`src/adc_seq_defs.svh`:
```
`ifndef ADC_SEQ_DEFS_SVH
`define ADC_SEQ_DEFS_SVH
// Overview of operation
// Conversion starts only when start bit is written while the converter is enabled.
// Enabling write does not start a conversion in the same instruction.
// At end: clear busy, set done flag, load high and low results.
// Reset turns converter off and abandons any conversion.
// Conversions continue through sleep only with dedicated RC clock selected.
// With RC clock, start is delayed by one extra instruction cycle.
// In sleep with interrupt enabled, completion wakes the device.
// In sleep with interrupt disabled, power down after completion, enable stays 1.
// Non-RC clock: sleep aborts conversion and powers down, enable stays set.
// Rising edge on selected trigger source sets the busy bit in hardware.
// Trigger code 0x00 disables, 0x01 selects mapped pin, 0x13 up reserved.
// Codes 0x02 to 0x12 map timers, captures, PWMs, oscillator, comparators, cells.
// Trigger edges are ignored while in sleep.
// Software keeps hardware trigger rates within converter timing.
// Software allows acquisition time after a channel change.
// Software configures, enables, waits acquisition, starts, reads after completion.
// Software polls busy or takes interrupt, then clears the done flag.
// Hold capacitor is not discharged after a conversion.
// Only software clears done flag; hardware sets it after every conversion.
// One conversion lasts eleven and a half bit-conversion periods.
// Right justify zeroes upper six high bits; left justify zeroes lower six low bits.
// Start requests during a running conversion are ignored.
// Clearing enable aborts, clears busy, keeps results.

// ----------------------------------------
// Trigger codes
// ----------------------------------------
`define TRIG_OFF 5'h00
`define TRIG_PIN 5'h01
`define TRIG_LAST 5'h12
`define TRIG_COUNT 19

// ----------------------------------------
// Clock select codes
// ----------------------------------------
`define CLK_RC_LOW 2'h3

// ----------------------------------------
// Timing
// ----------------------------------------
`define HALF_PERIODS 5'h17
// Rest of the starting instruction plus one more
`define INSTR_CYCLES 3'h2
`define RC_TAD_NS 2000
`define CLK_PERIOD_NS 100
`define RC_DIV ((`RC_TAD_NS / 2) / `CLK_PERIOD_NS)
`endif

```
`src/adc_seq_pkg.sv`:
```
package adc_seq_pkg;
   typedef enum logic [3:0] {
      ST_IDLE = 4'h1,
      ST_DELAY = 4'h2,
      ST_CONV = 4'h4,
      ST_OFF = 4'h8
   } conv_state_e;
   typedef logic [9:0] sample_t;
endpackage

```
`src/adc_tad_divider.sv`:
```
`timescale 1ns/1ps
`include "adc_seq_defs.svh"
module adc_tad_divider
   import adc_seq_pkg::*;
(
   input wire logic core_clk,
   input wire logic reset,
   input wire logic run,
   input wire logic [2:0] clock_select,
   output logic half_tick
);
   // ----------------------------------------
   // Half bit-period tick generator
   // ----------------------------------------
   logic [7:0] count;
   logic [7:0] next_count;
   logic [7:0] limit;

   always_comb begin
      case (clock_select)
         3'h0: limit = 8'h00;
         3'h4: limit = 8'h01;
         3'h1: limit = 8'h03;
         3'h5: limit = 8'h07;
         3'h2: limit = 8'h0F;
         3'h6: limit = 8'h1F;
         default: limit = 8'(`RC_DIV - 1);
      endcase
      if (!run || count >= limit) begin
         next_count = 8'h00;
      end else begin
         next_count = count + 8'h01;
      end
   end

   always_ff @(posedge core_clk) begin
      if (reset) begin
         count <= 8'h00;
      end else begin
         count <= next_count;
      end
   end

   assign half_tick = run && (count >= limit);
endmodule

```
`src/adc_conversion_sequencer.sv`:
```
`timescale 1ns/1ps
`include "adc_seq_defs.svh"
module adc_conversion_sequencer
   import adc_seq_pkg::*;
(
   input wire logic core_clk,
   input wire logic reset,
   input wire logic instr_tick,
   input wire logic enable_write,
   input wire logic enable_wdata,
   input wire logic start_write,
   input wire logic start_wdata,
   input wire logic [2:0] clock_select,
   input wire logic result_justify,
   input wire logic [4:0] trigger_select,
   input wire logic [`TRIG_COUNT-1:0] trigger_sources,
   input wire logic conversion_irq_enable,
   input wire logic sleep_active,
   input wire logic done_clear,
   input wire logic [9:0] sample_value,
   output logic converter_enable,
   output logic start_busy_flag,
   output logic conversion_done_flag,
   output logic [7:0] result_high,
   output logic [7:0] result_low,
   output logic converter_powered,
   output logic wake_request
);
   // ----------------------------------------
   // State
   // ----------------------------------------
   conv_state_e state;
   conv_state_e next_state;
   logic next_converter_enable;
   logic next_start_busy_flag;
   logic next_conversion_done_flag;
   logic [7:0] next_result_high;
   logic [7:0] next_result_low;
   logic next_wake_request;
   logic [4:0] halves;
   logic [4:0] next_halves;
   logic [2:0] delay_left;
   logic [2:0] next_delay_left;
   logic trig_prev;
   logic next_trig_prev;
   logic trig_level;
   logic trig_edge;
   logic rc_clock;
   logic half_tick;
   logic start_req;
   logic sw_start;

   assign rc_clock = (clock_select[1:0] == `CLK_RC_LOW);

   // ----------------------------------------
   // Trigger selection
   // ----------------------------------------
   always_comb begin
      if (trigger_select == `TRIG_OFF || trigger_select > `TRIG_LAST) begin
         trig_level = 1'b0;
      end else begin
         trig_level = trigger_sources[trigger_select];
      end
   end
   assign trig_edge = trig_level && !trig_prev && !sleep_active;

   // Enable must already be set before the start write
   assign sw_start = start_write && start_wdata && converter_enable;
   assign start_req = (sw_start || (trig_edge && converter_enable)) && state == ST_IDLE;

   adc_tad_divider divider (
      .core_clk(core_clk),
      .reset(reset),
      .run(state == ST_CONV),
      .clock_select(clock_select),
      .half_tick(half_tick)
   );

   // ----------------------------------------
   // Sequencer
   // ----------------------------------------
   always_comb begin
      next_state = state;
      next_converter_enable = converter_enable;
      next_start_busy_flag = start_busy_flag;
      next_conversion_done_flag = conversion_done_flag;
      next_result_high = result_high;
      next_result_low = result_low;
      next_wake_request = 1'b0;
      next_halves = halves;
      next_delay_left = delay_left;
      next_trig_prev = trig_level;
      if (done_clear) begin
         next_conversion_done_flag = 1'b0;
      end
      if (enable_write) begin
         next_converter_enable = enable_wdata;
      end
      case (state)
         ST_IDLE: begin
            if (start_req) begin
               next_start_busy_flag = 1'b1;
               next_halves = 5'h00;
               if (rc_clock) begin
                  next_delay_left = `INSTR_CYCLES;
                  next_state = ST_DELAY;
               end else begin
                  next_state = ST_CONV;
               end
            end else if (start_write && !start_wdata) begin
               next_start_busy_flag = 1'b0;
            end
         end
         ST_DELAY: begin
            if (instr_tick) begin
               next_delay_left = delay_left - 3'h1;
               if (delay_left == 3'h1) begin
                  next_state = ST_CONV;
               end
            end
         end
         ST_CONV: begin
            if (half_tick) begin
               next_halves = halves + 5'h01;
               if (halves == `HALF_PERIODS - 5'h01 && !(enable_write && !enable_wdata)) begin
                  next_start_busy_flag = 1'b0;
                  next_conversion_done_flag = 1'b1;
                  if (result_justify) begin
                     next_result_high = {6'h00, sample_value[9:8]};
                     next_result_low = sample_value[7:0];
                  end else begin
                     next_result_high = sample_value[9:2];
                     next_result_low = {sample_value[1:0], 6'h00};
                  end
                  next_wake_request = sleep_active && conversion_irq_enable;
                  next_state = (sleep_active && !conversion_irq_enable) ? ST_OFF : ST_IDLE;
               end
            end
         end
         ST_OFF: begin
            if (!sleep_active) begin
               next_state = ST_IDLE;
            end
         end
         default: begin
            next_state = ST_IDLE;
         end
      endcase

      if (sleep_active && !rc_clock && (state == ST_CONV || state == ST_DELAY)) begin
         next_start_busy_flag = 1'b0;
         next_state = ST_OFF;
      end
      if (enable_write && !enable_wdata) begin
         next_start_busy_flag = 1'b0;
         next_state = ST_IDLE;
      end
   end

   // Results persist; nothing discharges between conversions
   always_ff @(posedge core_clk) begin
      if (reset) begin
         state <= ST_IDLE;
         converter_enable <= 1'b0;
         start_busy_flag <= 1'b0;
         conversion_done_flag <= 1'b0;
         result_high <= 8'h00;
         result_low <= 8'h00;
         wake_request <= 1'b0;
         halves <= 5'h00;
         delay_left <= 3'h0;
         trig_prev <= 1'b0;
      end else begin
         state <= next_state;
         converter_enable <= next_converter_enable;
         start_busy_flag <= next_start_busy_flag;
         conversion_done_flag <= next_conversion_done_flag;
         result_high <= next_result_high;
         result_low <= next_result_low;
         wake_request <= next_wake_request;
         halves <= next_halves;
         delay_left <= next_delay_left;
         trig_prev <= next_trig_prev;
      end
   end

   assign converter_powered = converter_enable && state != ST_OFF;

   // ----------------------------------------
   // Checks
   // ----------------------------------------
   chk_done_sets: assert property (@(posedge core_clk) disable iff (reset)
      (state == ST_CONV && half_tick && halves == 5'h16 && !(enable_write && !enable_wdata)
       && !(sleep_active && !rc_clock)) |=> conversion_done_flag && !start_busy_flag)
      else $error("done not signalled at conversion end");
   chk_reset_off: assert property (@(posedge core_clk) reset |=> !converter_enable
      && !start_busy_flag && state == ST_IDLE)
      else $error("reset did not turn converter off");
   chk_start_enabled: assert property (@(posedge core_clk) disable iff (reset)
      ($rose(start_busy_flag)) |-> $past(converter_enable))
      else $error("start without enable");
   chk_rc_delay: assert property (@(posedge core_clk) disable iff (reset)
      (state == ST_IDLE && start_req && rc_clock) |=> state == ST_DELAY)
      else $error("rc start not delayed");
   chk_sleep_abort: assert property (@(posedge core_clk) disable iff (reset)
      (sleep_active && !rc_clock && state == ST_CONV && !(enable_write && !enable_wdata))
      |=> state == ST_OFF && !start_busy_flag)
      else $error("sleep did not abort");
   chk_sleep_trig: assert property (@(posedge core_clk) disable iff (reset)
      (sleep_active && state == ST_IDLE && !start_write) |=> !$rose(start_busy_flag))
      else $error("trigger honoured in sleep");
   chk_disable_abort: assert property (@(posedge core_clk) disable iff (reset)
      (enable_write && !enable_wdata) |=> !start_busy_flag && $stable(result_high))
      else $error("disable did not abort");
   chk_done_hold: assert property (@(posedge core_clk) disable iff (reset)
      (conversion_done_flag && !done_clear) |=> conversion_done_flag)
      else $error("done flag dropped by hardware");
   chk_justify: assert property (@(posedge core_clk) disable iff (reset)
      ($rose(conversion_done_flag) && $past(result_justify)) |-> result_high[7:2] == 6'h00)
      else $error("justify zero bits wrong");
   chk_trig_start: assert property (@(posedge core_clk) disable iff (reset)
      (state == ST_IDLE && converter_enable && !sleep_active && trigger_select != `TRIG_OFF
       && trigger_select <= `TRIG_LAST && trigger_sources[trigger_select]
       && !$past(trigger_sources[trigger_select]) && $stable(trigger_select)
       && !(enable_write && !enable_wdata)) |=> start_busy_flag)
      else $error("trigger edge did not start");
   chk_reserved_off: assert property (@(posedge core_clk) disable iff (reset)
      (state == ST_IDLE && (trigger_select == `TRIG_OFF || trigger_select > `TRIG_LAST)
       && !(start_write && start_wdata)) |=> !start_busy_flag)
      else $error("disabled trigger code started");
   chk_no_early_start: assert property (@(posedge core_clk) disable iff (reset)
      (!converter_enable && state == ST_IDLE) |=> !start_busy_flag)
      else $error("start in enabling write");
   chk_busy_ignore: assert property (@(posedge core_clk) disable iff (reset)
      (state == ST_CONV && start_write && start_wdata && !enable_write && !sleep_active
       && !(half_tick && halves == 5'h16))
      |=> state == ST_CONV && start_busy_flag && halves == $past(halves + {4'h0, half_tick}))
      else $error("start disturbed running conversion");
   chk_rc_hold: assert property (@(posedge core_clk) disable iff (reset)
      (sleep_active && rc_clock && state == ST_CONV && !(enable_write && !enable_wdata)
       && !(half_tick && halves == 5'h16)) |=> state == ST_CONV && start_busy_flag)
      else $error("rc conversion stopped in sleep");
   chk_results_hold: assert property (@(posedge core_clk) disable iff (reset)
      !(state == ST_CONV && half_tick && halves == 5'h16 && !(enable_write && !enable_wdata))
      |=> $stable(result_high) && $stable(result_low))
      else $error("results changed between conversions");
   cov_sw_conv: cover property (@(posedge core_clk) disable iff (reset)
      $fell(start_busy_flag) && conversion_done_flag);
   cov_wake: cover property (@(posedge core_clk) disable iff (reset) wake_request);
   cov_off: cover property (@(posedge core_clk) disable iff (reset) state == ST_OFF);
   cov_trig_conv: cover property (@(posedge core_clk) disable iff (reset)
      state == ST_IDLE && trig_edge && converter_enable);
   cov_rc_delay: cover property (@(posedge core_clk) disable iff (reset)
      state == ST_DELAY && instr_tick);
endmodule

```
`config.mk`:
```
export PLATFORM = sky130hd
export DESIGN_NAME = adc_conversion_sequencer
export DESIGN_NICKNAME = d
export VERILOG_FILES = /design/src/adc_seq_pkg.sv /design/src/adc_tad_divider.sv /design/src/adc_conversion_sequencer.sv
export VERILOG_INCLUDE_DIRS = /design/src /design/src/src
export SDC_FILE = /design/constraint.sdc
export NUM_CORES = 1
export LEC_CHECK = 0
export ABC_AREA = 1
export BUFFER_PORTS_ARGS = -buffer_cell sky130_fd_sc_hd__buf_2
export CAP_MARGIN = 20
export CORE_MARGIN = 1.5
export CORE_UTILIZATION = 45
export CTS_CLUSTER_DIAMETER = 80
export DETAILED_ROUTE_END_ITERATION = 10
export HOLD_SLACK_MARGIN = 0.03
export PLACE_DENSITY = 0.74
export SYNTH_ARGS = -nofsm -noshare
export SYNTH_HDL_FRONTEND = slang
export SYNTH_SLANG_ARGS = --single-unit
```
`constraint.sdc`:
```
create_clock -name core_clk -period 1.85 [get_ports core_clk]
set_clock_uncertainty 0.05 [all_clocks]
set_input_delay 0 -clock core_clk [delete_from_list [all_inputs] [get_ports core_clk]]
set_output_delay 0 -clock core_clk [all_outputs]
set_load 0.02 [all_outputs]
```
==> impl_metrics.yaml, run 1 <==
outcome:
  run_status: "completed"
routing:
  drtIter0Drc: 148
  first_pass_iters: 4
  highest_layer: "met4"
  met2_wirelength_um: 2910
  wirelength_met1_um: 2620
  wl_met3_um: 283
  ant_nets: 0
  drc_errors: 0
  via_per_inst: 4.86
  route.final.wire_length_um: 5910
  via_count: 2428
  wl_per_cell_um: 11.8
timing:
  setup-tns-final_ns: 0
  timing.fmax_mhz: 561
  worst_hold_slack_ns: 0.104
  finalSetupViolCount: 0
  rsz0062_at_grt: "yes"
  layout_min_cycle_time_ns: 1.78
  period_share: 0.963
  relSlewSlack: 0.605
  drv_slew: 0
  worstMarginPinSlew_ns: 0.587
  final-hold-violation-count: 0
global_route:
  grt_antenna_before_repair: 0
  grt_overflow: 0
  grt_max_degree: 26
  grt_util_all_layers: 0.215
  grt_pass1_vias: 2190
  grt_pass1_wl_um: 9330
yosys:
  yosysUniqueCellTypes: 37
  synth_common_cells: "nand2_1, inv_1, dfxtp_1, nor2_1, a21oi_1"
  synth.avg_cell_area_sq_um: 7.11
  synth_largest_area_cell: "dfxtp_1"
  async_reset_ff_frac: 0
  synth_top_area_share: 0.350
  postSynthCellCount: 330
  yosysMostFrequentCell: "nand2_1"
  yosysWarnings: 0
  synthFlopType: "dfxtp_1"
  seq_area_frac_synth: 0.350
  synthesis.area_sq_mm: 0.00235
  synth-seq-cells: 41
  synth_edf_count: 0
  synth.area.top_cells: "dfxtp_1, nand2_1, inv_1, a21oi_1, ha_1"
final_layout:
  antenna_cells: 0
  fin_cells: 500
  areaGrowthSynthToFinish_pct: 40.1
  nFillCells: 460
  utilization: 0.647
  drive_gt1_frac: 0.307
  fin_nets: 487
power_and_ir_drop:
  p_per_area_mw_per_mm2: 819
  ir_worst_vdd_mv: 0.494
  total_power_mw: 2.69
  power_leakage_nw: 1.55
setup_path:
  cp_num_buf_inv: 2
  critPathArrivalTime_ns: 1.92
  cp_max_fo: 12
  critPathCaptureType: "register"
  r2r_slack_ns: 0.07
  crit_path_max_incr_delay_ns: 0.35
  worst_setup_path_start_kind: "register"
  required_ns: 1.98
  slowest_stage: "dfxtp_1"
  critPathTopFamily: "simple AND/OR/NAND/NOR gates"
  worstSetupPathType: "reg -> reg"
  crit_top_cell: "nand3_4"
  crit_chain: "ha_4, nand2_1, inv_1, nand4_1, nand3_4, nand3_4, clkbuf_16, a21oi_1, a211oi_2"
placed_design:
  globalplace.congestion: 0.838
  dp_hpwl_um: 4020
  port_buffers: 67
  dp.cells: 472
die:
  ios: 69
  die_area_sq_mm: 0.00566
  initial_core_util: 0.462
  core_area_sq_mm: 0.00507
  die_w_um: 75.2
  die_h_um: 75.2
  num_rows: 26
min_path:
  hp-class: "in -> reg"
cts:
  cts_max_path_buffers: 2
  htree_levels: 2
  clk-insertion-delay-late_ns: 0.29
  cts.clk_slew.worst_paths_ns: 0.08
  cts_buffers: 5
  cts_sinks: 41
  root_buffer: "clkbuf_8"
  cts_tree: "built"
flow_run:
  max_cap_violations: 0
-- state kept, by name, summed over array words and instances (netlist names) --
name	count
delay_left	3
start_busy_flag	1
result_low	8
halves	5
trig_prev	1
result_high	8
divider.count	8
converter_enable	1
state	4
conversion_done_flag	1
wake_request	1
-- routing by layer --
layer  track usage  vias to the layer above
met5             0                        -
li1              -                     1267
met3        0.0522                        9
met2         0.379                       74
met1         0.262                     1078
met4        0.0615                        0
-- power breakdown --
part / leakage (nW) / switching, mW / internal (mW)
logic: 1.16 / 0.592 / 0.345
clock network: 0.0574 / 0.324 / 0.439
registers: 0.333 / 0.0478 / 0.942
-- cell families (layout without fill, tap and decap cells) --
| logic type | after synthesis | count (layout) | share of synthesized area |
|---|---|---|---|
| XOR/XNOR | 5 | 5 | 0.0187 |
| other | 1 | 2 | 0.00160 |
| AND/OR/NAND/NOR | 140 | 140 | 0.293 |
| AO/OA/AOI/OAI | 67 | 67 | 0.173 |
| adder cells (fa/ha/maj) | 10 | 10 | 0.0533 |
| flip-flops | 41 | 41 | 0.350 |
| buffers and inverters | 66 | 165 | 0.110 |
-- tightest hold or removal path, stage by stage --
cell and delay, ns:
buf_2 0.10, inv_1 0.09, o31ai_1 0.10, a21oi_2 0.12
-- cell type report --
class	instances	area, sq um	area share
clock buffer	6	82.6	0.0251
clock inverter	2	37.5	0.0114
inverter	60	234	0.0712
multi-input combinational	224	1380	0.421
sequential	41	823	0.251
tap	70	87.6	0.0267
timing repair buffer	97	638	0.194
-- worst paths after layout --
path / from / to / depth (start not counted)
setup / recovery: divider.count[3] / result_high[4] / 9
hold / removal: instr_tick / state[1] / 4
setup reg to reg: divider.count[3] / result_high[4] / 9
hold reg to reg: result_high[7] / result_high[7] / 2
-- through the flow --
stage / worst slack [ns] / instance area [sq um]
floorplan: 0.102 / 2350
global placement: -0.0645 / 2830
detailed placement: -0.125 / 2830
CTS: 0.0202 / 3150
global route: -0.0229 / 3290
finish: 0.0683 / 3290
-- placed cells by master, fill, tap and decap left out, types with 2 or more instances in the layout --
cell type / count
ha_4: 3
nor3_4: 2
buf_2: 67
a21oi_1: 26
nand2_4: 2
a31oi_1: 4
inv_2: 6
nand3_1: 13
dlygate4sd3_1: 19
o21ai_0: 3
dfxtp_2: 2
o21ai_1: 8
a21oi_2: 8
nor2_1: 31
a211oi_2: 6
nand3_4: 5
nand4_1: 4
clkbuf_8: 6
buf_4: 9
inv_1: 51
a211oi_1: 6
nor2_2: 2
o211ai_1: 2
clkinvlp_4: 2
nand2_1: 69
xor2_1: 5
ha_1: 7
dfxtp_1: 39
conb_1: 2
nand3_2: 5
-- repair_timing --
action,CTS,global route
pin swaps,0,9
hold buffers,19,0
gates cloned,0,1
resized for setup,2,24
endpoints found under the hold margin,21,0
endpoints found under the setup margin,12,25
setup buffers,0,0
(Power assumes the default switching activity.)
==> run 2: changes to the inputs <==
Settings changed: REMOVE_ABC_BUFFERS from default to 1.
==> run 2 against run 1 <==
Global-route usage grew 0.88 points. Utilization shrank 1.3 points. Hold slack got worse by 0.040 ns. Sequential power is essentially flat. Sequential cell count stayed put. Wire length down 2.2%. Die area is the same. Clock-buffer cell count down 1. Design area decreased by 2.0%. First-iteration DRC count down 44%. Largest power group unchanged.
==> impl_metrics.yaml, run 2 (synthesis gave the netlist of run 1 again) <==
outcome:
  run_status: "completed"
cts:
  root_buffer: "clkbuf_8"
  cts_buffers: 5
  htree_levels: 2
  clk-insertion-delay-late_ns: 0.30
  cts_max_path_buffers: 2
  cts_tree: "built"
  cts.clk_slew.worst_paths_ns: 0.08
  cts_sinks: 41
power_and_ir_drop:
  seqPwrFrac: 0.393
  p_per_area_mw_per_mm2: 781
  ir_worst_vdd_mv: 0.494
  switchingPower_mw: 0.959
  p_clk_frac: 0.228
  total_power_mw: 2.51
  combPwrFrac: 0.378
  intPower_mw: 1.56
  power_leakage_nw: 1.53
  switching_share: 0.381
global_route:
  grt_pass1_vias: 2285
  grt_max_degree: 21
  grt_overflow: 0
  grt_pass1_wl_um: 9680
  grt_antenna_before_repair: 0
  grt_util_all_layers: 0.224
final_layout:
  areaGrowthSynthToFinish_pct: 37.2
  largest_registers: "divider.count (8), result_high (8), result_low (8)"
  drive_gt1_frac: 0.303
  fin_nets: 489
  fin_cells: 502
  antenna_cells: 0
  layout_common_cells: "nand2_1, buf_2, inv_1, dfxtp_1, nor2_1"
  final_design_area_no_fill_sq_mm: 0.00322
die:
  die_w_um: 75.2
  num_rows: 26
  die_area_sq_mm: 0.00566
  die_h_um: 75.2
  initial_core_util: 0.462
  core_area_sq_mm: 0.00507
  ios: 69
routing:
  drc_errors: 0
  wl_per_cell_um: 11.5
  route.final.wire_length_um: 5780
  via_count: 2448
  via_per_inst: 4.88
  ant_nets: 0
  first_pass_iters: 4
  drtIter0Drc: 83
min_path:
  hp-class: "in -> reg"
timing:
  worstMarginPinSlew_ns: 0.622
  drv_slew: 0
  timing.fmax_mhz: 562
  layout_min_cycle_time_ns: 1.78
  setup-tns-final_ns: 0
  worst_hold_slack_ns: 0.0636
  period_share: 0.961
  final-hold-violation-count: 0
  finalSetupViolCount: 0
  relSlewSlack: 0.581
setup_path:
  worstSetupPathType: "reg -> reg"
  crit_top_cell: "nand2_1"
  required_ns: 2.04
  slowest_stage: "dfxtp_2"
  critPathArrivalTime_ns: 1.97
  crit_path_max_incr_delay_ns: 0.35
  r2r_slack_ns: 0.07
  cp_max_fo: 3
  crit_chain: "ha_4, inv_1, nor3_2, nand4_1, nand3_2, buf_6, nand2_1, nand3_1, nand4_2, nor2_2, nand2_1, nand2_1"
  worst_setup_path_start_kind: "register"
  critPathCaptureType: "register"
placed_design:
  dp_hpwl_um: 4100
  globalplace.congestion: 0.888
  placed_cell_area_sq_mm: 0.00283
  port_buffers: 67
  dp.cells: 473
flow_run:
  max_cap_violations: 0
run 2: changes by cell type in the layout (fill, tap and decap cells not counted), sizes merged:
cell	delta
clkinv	+2
clkinvlp	-1
bufinv	-1
dlygate4sd3	+2
clkbuf	-2
buf	+1
inv	+1
run 2: area by class of cell:
type                            count  area, sq um
Clock inverter                      3         17.5
Multi-Input combinational cell    224         1360
Clock buffer                        5         68.8
Sequential cell                    41          827
Inverter                           60          230
Fill cell                         457         1860
Tap cell                           70         87.6
Timing Repair Buffer               99          632
run 2: stage by stage:
step                setup slack (ns)  utilization
floorplan                     0.0326            -
global placement             -0.0757        0.557
detailed placement            -0.122        0.557
CTS                          0.00316        0.617
global route                 -0.0474        0.634
finish                        0.0721        0.634
run 2: final timing paths:
| path | cells after the start | from | to |
|---|---|---|---|
| setup / recovery | 12 | divider.count[4] | state[0] |
| hold / removal | 4 | trigger_select[2] | trig_prev |
| setup reg to reg | 12 | divider.count[4] | state[0] |
| hold reg to reg | 2 | result_high[3] | result_high[3] |
run 2: timing repair:
action	in CTS	in global routing
setup endpoints to repair	8	26
hold buffers	21	0
endpoints found under the hold margin	20	0
resized for setup	3	18
setup buffers	0	0
pin swaps	4	6
run 2: routing by layer:
metal / routed length [um] / GRT usage / vias to the layer above
li1: - / - / 1274
met1: 2430 / 0.250 / 1098
met2: 2910 / 0.405 / 67
met3: 320 / 0.0656 / 9
met4: 123 / 0.0794 / 0
met5: 0 / 0 / -
run 2: power by group through the flow:
| stage | Sequential, mW | Combinational (mW) | Clock [mW] |
|---|---|---|---|
| after global routing | 0.996 | 1.07 | 0.615 |
| after CTS | 0.983 | 0.896 | 0.587 |
| after detailed placement | 1.00 | 0.853 | 0 |
| after global placement | 1.00 | 0.830 | 0 |
| final | 0.989 | 0.951 | 0.574 |
| after floorplan | 1.00 | 0.651 | 0 |
run 2: worst max-delay path: cells and delay by family (launching register included):
family | cells | cell delay, ns
buffers and inverters | 2 | 0.15
adders and majority gates | 1 | 0.25
DFF | 1 | 0.35
and+or+nand+nor | 9 | 0.93
